[config.mk]
export PLATFORM = sky130hd
export DESIGN_NAME = app_top
export DESIGN_NICKNAME = d
export VERILOG_FILES = /design/src/hw/app_pkg.sv /design/src/hw/app_dc_if.sv /design/src/hw/app_dcloop.sv /design/src/hw/app_top.sv
export VERILOG_INCLUDE_DIRS = /design/src /design/src/hw
export SDC_FILE = /design/constraint.sdc
export NUM_CORES = 1
export LEC_CHECK = 0
export ABC_CLOCK_PERIOD_IN_PS = 8250
export BUFFER_PORTS_ARGS = -buffer_cell sky130_fd_sc_hd__buf_2
export CAP_MARGIN = 20
export CORE_MARGIN = 2
export CORE_UTILIZATION = 31
export CTS_CLUSTER_DIAMETER = 100
export DETAILED_ROUTE_END_ITERATION = 10
export SYNTH_ARGS = -nofsm -noshare
export SYNTH_HDL_FRONTEND = slang
export SYNTH_SLANG_ARGS = --single-unit
export TNS_END_PERCENT = 50
[constraint.sdc]
create_clock -name clk -period 8.25 [get_ports clk]
set_input_delay 1.2375 -clock clk [delete_from_list [all_inputs] [get_ports clk]]
set_output_delay 1.2375 -clock clk [all_outputs]
set_load 0.02 [all_outputs]
[src/hw/app_regs.svh]
// Purpose: Register map, field positions and timing figures of the post-processing path
// Assumes: APB byte addresses, one 32-bit word per register
// Notes: Included by bare name
`ifndef APP_REGS_SVH
`define APP_REGS_SVH
// Register byte addresses
`define APP_ADDR_CTRL 12'h000
`define APP_ADDR_GAIN 12'h004
`define APP_ADDR_DCTC 12'h008
`define APP_ADDR_STAT 12'h00C
`define APP_ADDR_DCEST 12'h010
// Control register bit positions
`define APP_CTRL_BYPD 0
`define APP_CTRL_DCEN 1
`define APP_CTRL_HOLD 2
`define APP_CTRL_SLEEP 3
// Status register bit positions
`define APP_STAT_BYP 0
`define APP_STAT_VALID 1
`define APP_STAT_SLEEP 2
// Field widths and resets
`define APP_CODE_W 4
`define APP_CODE_RST 4'h0
// Latency in sampling clocks, bypass and processed
`define APP_BYP_LAT 10
`define APP_PROC_LAT 13
// Largest gain code, 12 half-decibel steps is 6 dB
`define APP_GAIN_MAX 4'hC
// Gain coefficient fraction bits, unity is 1 shifted by this
`define APP_GAIN_FRAC 14
// Largest time constant code, reserved codes above it
`define APP_TC_MAX 4'hB
// Code 0 is 2^20 cycles
`define APP_TC_BASE 20
// Ten millivolts in LSBs of a 2 Vpp, 14-bit range
`define APP_DC_MAX 82
// Wake-up time after sleep, and clock period
`define APP_WAKE_NS 100000
`define APP_CLK_NS 8
`endif

[src/hw/app_pkg.sv]
// Purpose: Types shared by the post-processing path
// Assumes: Samples are twos complement
// Notes: No constants here, see app_regs.svh
package app_pkg;
    // Converter sample
    typedef logic signed [13:0] app_smp_t;
    // Four-bit control code
    typedef logic [3:0] app_code_t;
    // Power state, one-hot
    typedef enum logic [2:0] {
        APP_RUN = 3'b001,
        APP_SLEEP = 3'b010,
        APP_WAKE = 3'b100
    } app_pwr_t;
endpackage

[src/hw/app_dc_if.sv]
// Purpose: Carrier between the sample path and the offset loop
// Assumes: Single clock domain
// Notes: Top drives controls and sample, loop returns estimate
`timescale 1ns/1ps
interface app_dc_if;
    app_pkg::app_smp_t smp; // Raw sample into the estimator
    logic en; // Correction enabled
    logic hold; // Estimate frozen
    app_pkg::app_code_t tc; // Time constant code
    app_pkg::app_smp_t est; // Current estimate
    modport top (output smp, output en, output hold, output tc, input est);
    modport loop (input smp, input en, input hold, input tc, output est);
endinterface

[src/hw/app_dcloop.sv]
// Purpose: DC offset estimator, first order loop with power-of-two time constant
// Assumes: Controls come from registers on the same clock
// Notes: Estimate limited to the cancellable range, with anti-windup
`timescale 1ns/1ps
`include "app_regs.svh"
module app_dcloop (
    input wire logic clk,
    input wire logic rst,
    app_dc_if.loop dc
);
    ////////////////////////////////////////////////////////////////////////////
    // Accumulator holds estimate scaled by 2^shift
    logic signed [47:0] acc_q, acc_d;
    logic [5:0] shift_q, shift_d; // Active shift
    app_pkg::app_smp_t est_q, est_d;
    logic signed [47:0] diff; // Sample minus estimate, widened
    logic at_hi, at_lo; // Estimate pinned at a limit

    // Limit a wide value to the cancellable range
    function automatic app_pkg::app_smp_t app_lim(input logic signed [47:0] v);
        if (v > 48'sd`APP_DC_MAX) begin
            app_lim = 14'sd`APP_DC_MAX;
        end else if (v < -48'sd`APP_DC_MAX) begin
            app_lim = -14'sd`APP_DC_MAX;
        end else begin
            app_lim = v[13:0];
        end
    endfunction

    ////////////////////////////////////////////////////////////////////////////
    // Next loop state
    always_comb begin
        // Reserved codes act as the slowest legal one
        shift_d = (dc.tc > `APP_TC_MAX) ? 6'(`APP_TC_MAX) : 6'(dc.tc);
        shift_d = shift_d + 6'(`APP_TC_BASE);
        diff = 48'(dc.smp) - 48'(est_q);
        at_hi = (est_q == 14'sd`APP_DC_MAX) && (diff > 48'sd0);
        at_lo = (est_q == -14'sd`APP_DC_MAX) && (diff < 48'sd0);
        acc_d = acc_q;
        if (!dc.en) begin
            // Restart from zero when re-enabled
            acc_d = '0;
        end else if (!dc.hold && !at_hi && !at_lo) begin
            // Update every cycle; windup stops at the limits
            acc_d = acc_q + diff;
        end
        // Held estimate is kept as is, so a time constant change cannot move it
        if (!dc.en) begin
            est_d = '0;
        end else if (dc.hold) begin
            est_d = est_q;
        end else begin
            est_d = app_lim(acc_q >>> shift_q);
        end
    end

    // Register loop state
    always_ff @(posedge clk) begin
        if (rst) begin
            acc_q <= '0;
            shift_q <= 6'(`APP_TC_BASE);
            est_q <= '0;
        end else begin
            acc_q <= acc_d;
            shift_q <= shift_d;
            est_q <= est_d;
        end
    end

    assign dc.est = est_q;

    ////////////////////////////////////////////////////////////////////////////
    // Checks
    AST_DC_LIM: assert property (@(posedge clk) disable iff (rst)
        (est_q <= 14'sd`APP_DC_MAX) && (est_q >= -14'sd`APP_DC_MAX))
        else $error("Offset estimate outside range");
    AST_DC_CLR: assert property (@(posedge clk) disable iff (rst)
        !dc.en |=> (acc_q == '0) ##1 (est_q == '0))
        else $error("Estimate not cleared when disabled");
    AST_DC_HOLD: assert property (@(posedge clk) disable iff (rst)
        (dc.en && dc.hold)[*3] |-> $stable(est_q) && $stable(acc_q))
        else $error("Estimate moved while held");
    AST_DC_SHIFT: assert property (@(posedge clk) disable iff (rst)
        (shift_q >= 6'(`APP_TC_BASE)) && (shift_q <= 6'(`APP_TC_BASE + `APP_TC_MAX)))
        else $error("Loop time constant out of range");
endmodule

[src/hw/app_top.sv]
// Purpose: Post-processing path behind the converter core with APB control
// Assumes: Samples arrive on clk; APB on the same clock
// Notes: Summary of operation
//
// Summary of operation
// - Bypass outputs raw samples after ten clocks
// - Processing adds pipeline clocks over bypass
// - Bypass after reset; host sets bypass_disable
// - Gain zero to six dB, half steps
// - Bypass_disable enables gain at zero dB
// - Gain scales full-scale range, 0 dB default
// - Correction estimates and subtracts every cycle
// - Loop cancels up to ten millivolts offset
// - Time constant code doubles from 1M cycles
// - Hold freezes estimate, keeps applying it
// - Correction off at reset, needs its own enable bit and bypass_disable
// - Sleep powers down, outputs go high-impedance
// - Data valid about 100 us after wake
`timescale 1ns/1ps
`include "app_regs.svh"
module app_top #(
    parameter int WAKE_CYC = `APP_WAKE_NS / `APP_CLK_NS
) (
    input wire logic clk,
    input wire logic rst,
    input wire logic psel,
    input wire logic penable,
    input wire logic pwrite,
    input wire logic [11:0] paddr,
    input wire logic [31:0] pwdata,
    output logic [31:0] prdata,
    output logic pready,
    output logic pslverr,
    input wire logic signed [13:0] adc_in,
    output logic signed [13:0] data_out,
    output logic data_oe,
    output logic data_valid
);
    ////////////////////////////////////////////////////////////////////////////
    // Register state
    logic byp_dis_q, byp_dis_d; // Processing path selected
    logic dc_en_q, dc_en_d; // Offset correction on
    logic hold_q, hold_d; // Estimate frozen
    logic sleep_q, sleep_d; // Full chip sleep
    app_pkg::app_code_t gain_q, gain_d; // Half-decibel gain code
    app_pkg::app_code_t tc_q, tc_d; // Loop time constant code
    logic [31:0] prdata_q, prdata_d;
    logic pready_q, pready_d;
    logic pslverr_q, pslverr_d;
    logic wr_en; // Write completes this edge
    logic setup; // APB setup phase

    // Pipeline state
    app_pkg::app_smp_t line_q [`APP_BYP_LAT-1];
    app_pkg::app_smp_t line_d [`APP_BYP_LAT-1];
    app_pkg::app_smp_t corr_q, corr_d; // After offset subtraction
    logic signed [30:0] prod_q, prod_d; // After gain multiply
    app_pkg::app_smp_t sat_q, sat_d; // After rounding
    app_pkg::app_smp_t out_q, out_d;
    logic oe_q, oe_d;
    logic valid_q, valid_d;

    // Power state
    app_pkg::app_pwr_t pwr_q, pwr_d;
    logic [$clog2(WAKE_CYC+1)-1:0] wake_q, wake_d;

    app_dc_if dcb ();

    ////////////////////////////////////////////////////////////////////////////
    // Helpers
    // Mapped register test, used by the error answer only
    function automatic logic app_hit(input logic [11:0] a);
        app_hit = (a == `APP_ADDR_CTRL) || (a == `APP_ADDR_GAIN) || (a == `APP_ADDR_DCTC)
            || (a == `APP_ADDR_STAT) || (a == `APP_ADDR_DCEST);
    endfunction

    // Gain coefficient, unity = 2^14, steps of 0.5 dB
    function automatic logic [15:0] app_coef(input app_pkg::app_code_t g);
        unique case (g)
            4'h0: app_coef = 16'h4000;
            4'h1: app_coef = 16'h43CB;
            4'h2: app_coef = 16'h47CF;
            4'h3: app_coef = 16'h4C10;
            4'h4: app_coef = 16'h5092;
            4'h5: app_coef = 16'h5558;
            4'h6: app_coef = 16'h5A67;
            4'h7: app_coef = 16'h5FC2;
            4'h8: app_coef = 16'h656F;
            4'h9: app_coef = 16'h6B71;
            4'hA: app_coef = 16'h71CF;
            4'hB: app_coef = 16'h788E;
            // Codes past 6 dB stay at 6 dB
            default: app_coef = 16'h7FB2;
        endcase
    endfunction

    ////////////////////////////////////////////////////////////////////////////
    // APB slave, no wait states, answer computed in setup
    always_comb begin
        setup = psel && !penable;
        wr_en = psel && penable && pready_q && pwrite;
        byp_dis_d = byp_dis_q;
        dc_en_d = dc_en_q;
        hold_d = hold_q;
        sleep_d = sleep_q;
        gain_d = gain_q;
        tc_d = tc_q;
        if (wr_en && (paddr == `APP_ADDR_CTRL)) begin
            byp_dis_d = pwdata[`APP_CTRL_BYPD];
            dc_en_d = pwdata[`APP_CTRL_DCEN];
            hold_d = pwdata[`APP_CTRL_HOLD];
            sleep_d = pwdata[`APP_CTRL_SLEEP];
        end
        if (wr_en && (paddr == `APP_ADDR_GAIN)) begin
            gain_d = pwdata[`APP_CODE_W-1:0];
        end
        if (wr_en && (paddr == `APP_ADDR_DCTC)) begin
            tc_d = pwdata[`APP_CODE_W-1:0];
        end
        // Ready rises for exactly the access phase
        pready_d = setup;
        pslverr_d = setup && !app_hit(paddr);
        prdata_d = '0;
        if (setup && !pwrite) begin
            unique case (paddr)
                `APP_ADDR_CTRL: begin
                    prdata_d[`APP_CTRL_BYPD] = byp_dis_q;
                    prdata_d[`APP_CTRL_DCEN] = dc_en_q;
                    prdata_d[`APP_CTRL_HOLD] = hold_q;
                    prdata_d[`APP_CTRL_SLEEP] = sleep_q;
                end
                `APP_ADDR_GAIN: prdata_d[`APP_CODE_W-1:0] = gain_q;
                `APP_ADDR_DCTC: prdata_d[`APP_CODE_W-1:0] = tc_q;
                `APP_ADDR_STAT: begin
                    prdata_d[`APP_STAT_BYP] = !byp_dis_q;
                    prdata_d[`APP_STAT_VALID] = valid_q;
                    prdata_d[`APP_STAT_SLEEP] = (pwr_q != app_pkg::APP_RUN);
                end
                `APP_ADDR_DCEST: prdata_d = 32'(dcb.est);
                // Unmapped reads return zero
                default: prdata_d = '0;
            endcase
        end
    end

    // Register APB and control state
    always_ff @(posedge clk) begin
        if (rst) begin
            // Bypass on, correction off, 0 dB
            byp_dis_q <= 1'b0;
            dc_en_q <= 1'b0;
            hold_q <= 1'b0;
            sleep_q <= 1'b0;
            gain_q <= `APP_CODE_RST;
            tc_q <= `APP_CODE_RST;
            prdata_q <= '0;
            pready_q <= 1'b0;
            pslverr_q <= 1'b0;
        end else begin
            byp_dis_q <= byp_dis_d;
            dc_en_q <= dc_en_d;
            hold_q <= hold_d;
            sleep_q <= sleep_d;
            gain_q <= gain_d;
            tc_q <= tc_d;
            prdata_q <= prdata_d;
            pready_q <= pready_d;
            pslverr_q <= pslverr_d;
        end
    end

    ////////////////////////////////////////////////////////////////////////////
    // Offset loop, only live when processing is selected
    assign dcb.smp = line_q[`APP_BYP_LAT-2];
    assign dcb.en = dc_en_q && byp_dis_q;
    assign dcb.hold = hold_q;
    assign dcb.tc = tc_q;

    app_dcloop u_dcloop (
        .clk(clk),
        .rst(rst),
        .dc(dcb)
    );

    ////////////////////////////////////////////////////////////////////////////
    // Sample pipeline; sleep flushes it since the core is off
    always_comb begin
        logic signed [30:0] rnd;
        rnd = '0;
        line_d[0] = (pwr_q == app_pkg::APP_RUN) ? adc_in : '0;
        for (int i = 1; i < `APP_BYP_LAT - 1; i++) begin
            line_d[i] = (pwr_q == app_pkg::APP_RUN) ? line_q[i-1] : '0;
        end
        // Subtract estimate every cycle, zero when disabled
        corr_d = line_q[`APP_BYP_LAT-2] - dcb.est;
        // Gain applied after correction; code 0 is unity
        prod_d = 31'(corr_q) * 31'($signed({1'b0, app_coef(gain_q)}));
        // Round to nearest, then limit to the sample range
        rnd = prod_q + (31'sd1 <<< (`APP_GAIN_FRAC - 1));
        rnd = rnd >>> `APP_GAIN_FRAC;
        if (rnd > 31'sd8191) begin
            sat_d = 14'sh1FFF;
        end else if (rnd < -31'sd8192) begin
            sat_d = -14'sh2000;
        end else begin
            sat_d = rnd[13:0];
        end
        // Bypass taps the raw line; processing costs three more clocks
        if (pwr_q != app_pkg::APP_RUN) begin
            out_d = '0;
        end else if (!byp_dis_q) begin
            out_d = line_q[`APP_BYP_LAT-2];
        end else begin
            out_d = sat_q;
        end
    end

    // Register the pipeline
    always_ff @(posedge clk) begin
        if (rst) begin
            for (int i = 0; i < `APP_BYP_LAT - 1; i++) begin
                line_q[i] <= '0;
            end
            corr_q <= '0;
            prod_q <= '0;
            sat_q <= '0;
            out_q <= '0;
        end else begin
            line_q <= line_d;
            corr_q <= corr_d;
            prod_q <= prod_d;
            sat_q <= sat_d;
            out_q <= out_d;
        end
    end

    ////////////////////////////////////////////////////////////////////////////
    // Power state; wake time counted before data is called valid
    always_comb begin
        pwr_d = pwr_q;
        wake_d = wake_q;
        unique case (pwr_q)
            app_pkg::APP_RUN: begin
                if (sleep_q) begin
                    pwr_d = app_pkg::APP_SLEEP;
                end
            end
            app_pkg::APP_SLEEP: begin
                wake_d = '0;
                if (!sleep_q) begin
                    pwr_d = app_pkg::APP_WAKE;
                end
            end
            app_pkg::APP_WAKE: begin
                wake_d = wake_q + 1'b1;
                if (sleep_q) begin
                    pwr_d = app_pkg::APP_SLEEP;
                end else if (wake_q == ($bits(wake_q))'(WAKE_CYC - 1)) begin
                    pwr_d = app_pkg::APP_RUN;
                end
            end
            default: pwr_d = app_pkg::APP_SLEEP;
        endcase
        // Outputs released while asleep
        oe_d = !sleep_q && (pwr_d != app_pkg::APP_SLEEP);
        valid_d = (pwr_d == app_pkg::APP_RUN) && !sleep_q;
    end

    // Register the power state
    always_ff @(posedge clk) begin
        if (rst) begin
            pwr_q <= app_pkg::APP_RUN;
            wake_q <= '0;
            oe_q <= 1'b1;
            valid_q <= 1'b1;
        end else begin
            pwr_q <= pwr_d;
            wake_q <= wake_d;
            oe_q <= oe_d;
            valid_q <= valid_d;
        end
    end

    assign prdata = prdata_q;
    assign pready = pready_q;
    assign pslverr = pslverr_q;
    assign data_out = out_q;
    assign data_oe = oe_q;
    assign data_valid = valid_q;

    ////////////////////////////////////////////////////////////////////////////
    // Checks; counters track how long a mode has been steady
    logic [4:0] byp_run_q, proc_run_q;
    always_ff @(posedge clk) begin
        if (rst) begin
            byp_run_q <= '0;
            proc_run_q <= '0;
        end else begin
            byp_run_q <= (!byp_dis_q && valid_q) ? byp_run_q + (byp_run_q != 5'h1F) : '0;
            proc_run_q <= (byp_dis_q && !dc_en_q && gain_q == `APP_CODE_RST && valid_q)
                ? proc_run_q + (proc_run_q != 5'h1F) : '0;
        end
    end

    AST_BYP_LAT: assert property (@(posedge clk) disable iff (rst)
        (byp_run_q > 5'(`APP_BYP_LAT)) |-> (data_out == $past(adc_in, `APP_BYP_LAT)))
        else $error("Bypass latency wrong");
    AST_PROC_LAT: assert property (@(posedge clk) disable iff (rst)
        (proc_run_q > 5'(`APP_PROC_LAT)) |-> (data_out == $past(adc_in, `APP_PROC_LAT)))
        else $error("Processed 0 dB latency or value wrong");
    AST_RST_STATE: assert property (@(posedge clk)
        rst |=> !byp_dis_q && !dc_en_q && (gain_q == `APP_CODE_RST) && !sleep_q)
        else $error("Reset state not bypass, 0 dB, correction off");
    AST_GAIN_COEF: assert property (@(posedge clk) disable iff (rst)
        (app_coef(gain_q) >= 16'h4000) && (app_coef(gain_q) <= 16'h7FB2))
        else $error("Gain outside 0 to 6 dB");
    AST_DC_ON: assert property (@(posedge clk) disable iff (rst)
        !byp_dis_q |=> (dcb.est == '0))
        else $error("Correction active in bypass");
    AST_SLEEP_OE: assert property (@(posedge clk) disable iff (rst)
        sleep_q |=> !data_oe && !data_valid && (data_out == '0))
        else $error("Outputs driven during sleep");
    AST_WAKE_WAIT: assert property (@(posedge clk) disable iff (rst)
        $fell(sleep_q) |-> !data_valid [*8])
        else $error("Data valid too soon after wake");

    COV_BYP: cover property (@(posedge clk) disable iff (rst) byp_run_q == 5'h1F);
    COV_PROC: cover property (@(posedge clk) disable iff (rst) proc_run_q == 5'h1F);
    COV_WAKE: cover property (@(posedge clk) disable iff (rst)
        (pwr_q == app_pkg::APP_WAKE) ##1 (pwr_q == app_pkg::APP_RUN));
endmodule

; ---- Word level (Yosys, flattened, before mapping)
; Memories as Yosys holds them, arrays and structs flattened. A register that Yosys moved wholly into a read port is not among the register bits.
; Index checks and enable logic that the tools add are counted.
; W data, S select, Z words.
[totals]
regBits = 314
romBits = 224
in_bits = 63
out_inout_bits = 50
elab_cells = 116
n_memories = 1
[op_classes]
addsub = 6
mul = 1
n_lt_le_gt_ge = 7
n_eq_ne = 13
shift = 1
n_mux = 16
n_bitwise = 4
n_reduce_logical = 36
[mem_list]
columns = memory, depth, word_bits, rd, rd_ports_with_merged_regs, write_ports, line_no
row1 = (name not given), 16, 14, 1, 1, 0, app_top.sv:79  ; unique case (g)
[op_table]
columns = cell, n
row1 = $mux W14, 4
row2 = $add A48 B48 Y48, 1
row3 = $gt A48 B1 Y1 const B, 1
row4 = $gt A48 B8 Y1 const B, 1
row5 = $lt A48 B1 Y1 const B, 1
row6 = $lt A48 B8 Y1 const B, 1
row7 = $sshr A48 B6 Y48, 1
row8 = $add A31 B15 Y31 const B, 1
row9 = $mul A14 B17 Y31, 1
row10 = $eq A14 B8 Y1 const B, 2
row11 = $pmux W14 S2, 1
row12 = $eq A12 B4 Y1 const B, 2
row13 = $gt A17 B14 Y1 const B, 1
row14 = $lt A17 B14 Y1 const B, 1
row15 = $logic_and A1 B1 Y1, 16
row16 = $pmux W3 S5, 1
row17 = $sub A14 B14 Y15, 1
row18 = $add A14 B1 Y14 const B, 1
row19 = $eq A14 B14 Y1 const B, 1
row20 = $sub A14 B14 Y14, 1
row21 = $mux W13, 1
row22 = $eq A12 B3 Y1 const B, 1
row23 = $eq A12 B5 Y1 const B, 1
row24 = $logic_not A12 Y1, 1
row25 = other kinds (17), 40

; ---- Depth between registers and ports, before layout
[depth]
depth_word = 7
mapped_depth = 24

; ---- By module
; From an unflattened synthesis, not the netlist that was laid out.
[hier_totals]
cells_unflattened = 3024
area_unflattened_um2 = 26143.8
[by_module_without_submodules]
columns = module, instances, cells_each, area_each_um2
row1 = app_top, 1, 1717, 16025.4
row2 = app_dcloop, 1, 1307, 10118.5

; ---- Worst setup path after synthesis
; OpenSTA, ideal clock, no wires.
[synth_path]
kind = register to register
from = register (tool-made name)
to = register prod_q[30]
setup_ns = 0.128
arrival_time_ns = 6.484
t_required_ns = 8.122
path_slack_ns = 1.638
path_stages_with_launch = 24
period_less_slack_ns = 6.612
cell_sequence = dfxtp_1 clkbuf_1 and2_1 fa_1 inv_1 fa_1 inv_1 fa_1 inv_1 fa_1 inv_1 fa_1 fa_1 ha_1 and4_1 a2111oi_0 a311oi_1 a21o_1 a211oi_1 o21ai_1 a211oi_1 a21oi_1 xnor2_1 nor2_1
[synth_lines]
columns = element, line_no
row1 = end signal: assignment, app_top.sv:231  ; prod_q <= prod_d;
row2 = end: declaration, app_top.sv:57  ; logic signed [30:0] prod_q, prod_d;

; ---- Final worst setup path
[layout_path]
from = register corr_q[4]
to = register prod_q[30]
[layout_via]
elab_chain_cells = 1
[layout_lines]
columns = element, line_no
row1 = start: declaration, app_top.sv:56  ; app_pkg::app_smp_t corr_q, corr_d;
row2 = start signal: assignment, app_top.sv:230  ; corr_q <= corr_d;
row3 = $mul A14 B17 Y31, app_top.sv:197  ; prod_d = 31'(corr_q) * 31'($signed({1'b0, app_coef(gain_q)}));
; No other way between the ends.
; A chain may end at the register's enable or synchronous reset.

==> flow_metrics.env <==
export IMPL_status="complete, no violations"
export IMPL_drive_gt1_share_pct=9.50
export IMPL_reg2reg_from="corr_q[4]"
export IMPL_worst_slack_ns=1.08
export IMPL_start_kind="register"
export IMPL_synth_cells=2805
export IMPL_peakVddDrop_mv=0.128
export IMPL_root_buffer="clkbuf_16"
export IMPL_grt_pass1_wl_mm=105
export IMPL_syn_nets=3201
export IMPL_ys_warn_count=0
export IMPL_die_height_um=285
export IMPL_fin_worst_skew_ns=0.0252
export IMPL_drt_antenna_violating_nets=0
export IMPL_grt_pass1_vias=18856
export IMPL_crit_chain="and2_1, fa_1, inv_1, fa_1, inv_1, fa_1, inv_1, fa_1, inv_1, fa_1, fa_1, ha_1, and4_1, a2111oi_0, a311oi_1, a21o_1, a211oi_1, buf_4, o21ai_1, a211oi_1, a21oi_1, xnor2_1, nor2_1"
export IMPL_clock_sinks=315
export IMPL_worst_pin_slew_ns=1.11
export IMPL_dieArea_sq_um=81100
export IMPL_gp_congestion=0.935
export IMPL_ys_seq_area_share_pct=25.8
export IMPL_slew_violations=0
export IMPL_cts_hold_buf=0
export IMPL_wl_per_cell_um=16.8
export IMPL_hp_class="reg2reg"
export IMPL_pin_count=113
export IMPL_initial_core_util_pct=31.4
export IMPL_grt_met3_usage_pct=2.62
export IMPL_power_density_nw_per_um2=128
export IMPL_fmax_mhz=139
export IMPL_cp_slowest_cell="a2111oi_0"
export IMPL_gr_total_overflow=0
export IMPL_num_nets_final=3204
export IMPL_maxSlewHeadroom_pct=25.2
export IMPL_cts_tree="done"
export IMPL_core_region_area_sq_um=77700
export IMPL_hp_start="line_q[27]"
export IMPL_use_met1_pct=23.0
export IMPL_synth_area_sq_um=24400
export IMPL_antenna_found_initial=0
export IMPL_hold_viol=0
export IMPL_io_buffers=84
export IMPL_cts_resized=0
export IMPL_synth_cell_types=90
export IMPL_ys_async_sr_fraction_pct=0
export IMPL_syn_to_final_growth_pct=10.5
export IMPL_dpl_hpwl_mm=47.6
export IMPL_drt_iter0_drc=1610
export IMPL_crit_fanout=8
export IMPL_grtUsageMet2_pct=24.5
export IMPL_cp_end_kind="register"
export IMPL_power_leakage_nw=12.1
export IMPL_cts_max_level=2
export IMPL_cp_data_required_time_ns=8.67
export IMPL_path_clk_slew_ns=0.06
export IMPL_maxCapViolations=0
export IMPL_die_w_um=285
export IMPL_hold_ws_ns=0.401
export IMPL_final_cell_count_no_fill=3872
export IMPL_rows=102
export IMPL_drc=0
export IMPL_clockBufferDepth=3
export IMPL_dp_slack_ns=1.08
export IMPL_clock_latency_ns=0.57
export IMPL_rsz0062_at_grt="false"
export IMPL_placed_cells=3807
export IMPL_cts_made_buffers=39
export IMPL_cp_arrival_ns=7.59
export IMPL_grt_start_max_net_pins=127
export IMPL_antennaDiodeCount=0
export IMPL_cpMostUsedCell="fa_1"
export IMPL_syn_area_per_cell_sq_um=8.71
export IMPL_path_class="reg2reg"
export IMPL_groute_usage_overall_pct=15.9
export IMPL_ys_ff_latch=315
export IMPL_fillerInstances=8003
export IMPL_synth_edff_count=0
export IMPL_fin_crit_sh_pct=86.9
export IMPL_busiest_layer="met2"
export IMPL_first_pass_iters=5
export IMPL_routed_wl_mm=64.9
export IMPL_fin_crit_ns=7.17
export IMPL_num_vias=19563
export IMPL_critPathLaunch="corr_q[4]"
export IMPL_setup_tns_ns=0
export IMPL_cpPeakStageDelay_ns=0.54
export IMPL_setup_violations_final=0
export IMPL_post_cts_repair_setup_buffers=0
export IMPL_via_per_inst=5.05
export IMPL_synth_top_flop_cell="dfxtp_1"
## metrics by stage
| step | instance area [sq um] | utilization, % | total power (W) |
|---|---|---|---|
| 6_report | 27000 | 34.7 | 0.00346 |
| 2_1_floorplan | 24400 | - | 0.00167 |
| 3_3_place_gp | 25700 | 33.0 | 0.00172 |
| 3_5_place_dp | 25700 | 33.0 | 0.00172 |
| 4_1_cts | 27000 | 34.7 | 0.00352 |
| 5_1_grt | 27000 | 34.7 | 0.00359 |
## sequential cells by signal, indices dropped and copies added, names as in the netlist, 3 cells and up, named ones only
name / cells
u_dcloop.acc_q: 48
wake_q: 14
corr_q: 14
dcb.tc: 4
pwr_q: 3
gain_q: 4
u_dcloop.shift_q: 6
sat_q: 14
dcb.smp: 14
prdata: 14
data_out: 14
line_q: 112
u_dcloop.dc.est: 14
prod_q: 18
## synthesized netlist by cell type (25+ instances only)
cell	count	share of area, %
dfxtp_1	315	26
inv_1	252	3.9
nor2_1	251	3.9
and2_1	243	6.2
nand2_1	228	3.5
ha_1	177	9.1
fa_1	156	13
a21oi_1	143	2.9
mux2i_1	104	4.3
clkbuf_1	99	1.5
o21ai_0	95	1.9
nor3_1	53	1.1
a21o_1	46	1.4
xnor2_1	46	1.6
nand3_1	41	0.84
nand2b_1	31	0.79
a211oi_1	30	0.92
xor2_1	29	1.0
mux4_2	28	2.6
mux2_2	26	1.2
nand4_1	26	0.67
nor2b_1	25	0.64
## final cells by class
| type | instances | area, sq um | area share (%) |
|---|---|---|---|
| Clock inverter | 17 | 267 | 0.987 |
| Inverter | 256 | 961 | 3.56 |
| Multi-Input combinational cell | 2076 | 16400 | 60.7 |
| Clock buffer | 48 | 1080 | 4.00 |
| Timing Repair Buffer | 120 | 687 | 2.54 |
| Tap cell | 1040 | 1300 | 4.82 |
| Sequential cell | 315 | 6310 | 23.4 |
## power breakdown
group          switching [W]  leakage, nW  internal [W]
sequential         0.0000152         2.54       0.00155
combinational      0.0000832         8.89     0.0000392
clock               0.000714        0.655       0.00107
total               0.000812         12.1       0.00265
## critical path: cells and delay by family (launching register included)
kind            cells  cell delay (ns)
xor+xnor            1             0.16
fa+ha+maj           7             3.32
compound gates      7             2.20
buf+inv             5             0.40
simple gates        3             0.50
flops               1             0.42
## cell usage in the layout, fill, tap and decap left out, drive strengths merged, types with 41 or more instances in the layout
master	netlist	layout
a21o	46	46
a21oi	143	143
and2	243	243
buf	59	120
clkbuf	99	48
dfxtp	315	315
fa	156	156
ha	177	177
inv	254	256
mux2i	104	104
nand2	228	228
nand3	41	41
nor2	252	252
nor3	54	54
o21ai	103	103
xnor2	46	46
## path summary, 6_finish.rpt
kind / end / slack [ns] / depth (start not counted)
worst max-delay path: prod_q[30] / 1.08 / 23
worst min-delay path: dcb.smp[13] / 0.40 / 1
worst min register to register: dcb.smp[13] / 0.40 / 1
worst max register to register: prod_q[30] / 1.08 / 23
## metal layers
metal,wire length (um),vias up
li1,-,9556
met1,30900,9299
met3,4400,103
met2,28100,605
met4,1530,0
met5,0,-
## logic make-up (layout without fill, tap and decap cells)
kind of cell / count (synthesis) / in the layout / synth area share, %
xor gates and xnor gates: 75 / 75 / 2.69
other: 2 / 2 / 0.0307
adders and majority gates: 333 / 333 / 21.8
muxes: 160 / 160 / 8.25
AOI/OAI and AO/OA: 517 / 517 / 13.9
buffers and inverters: 414 / 441 / 7.21
and+or+nand+nor: 989 / 989 / 20.3
DFF: 315 / 315 / 25.8
(Power assumes the default switching activity.)
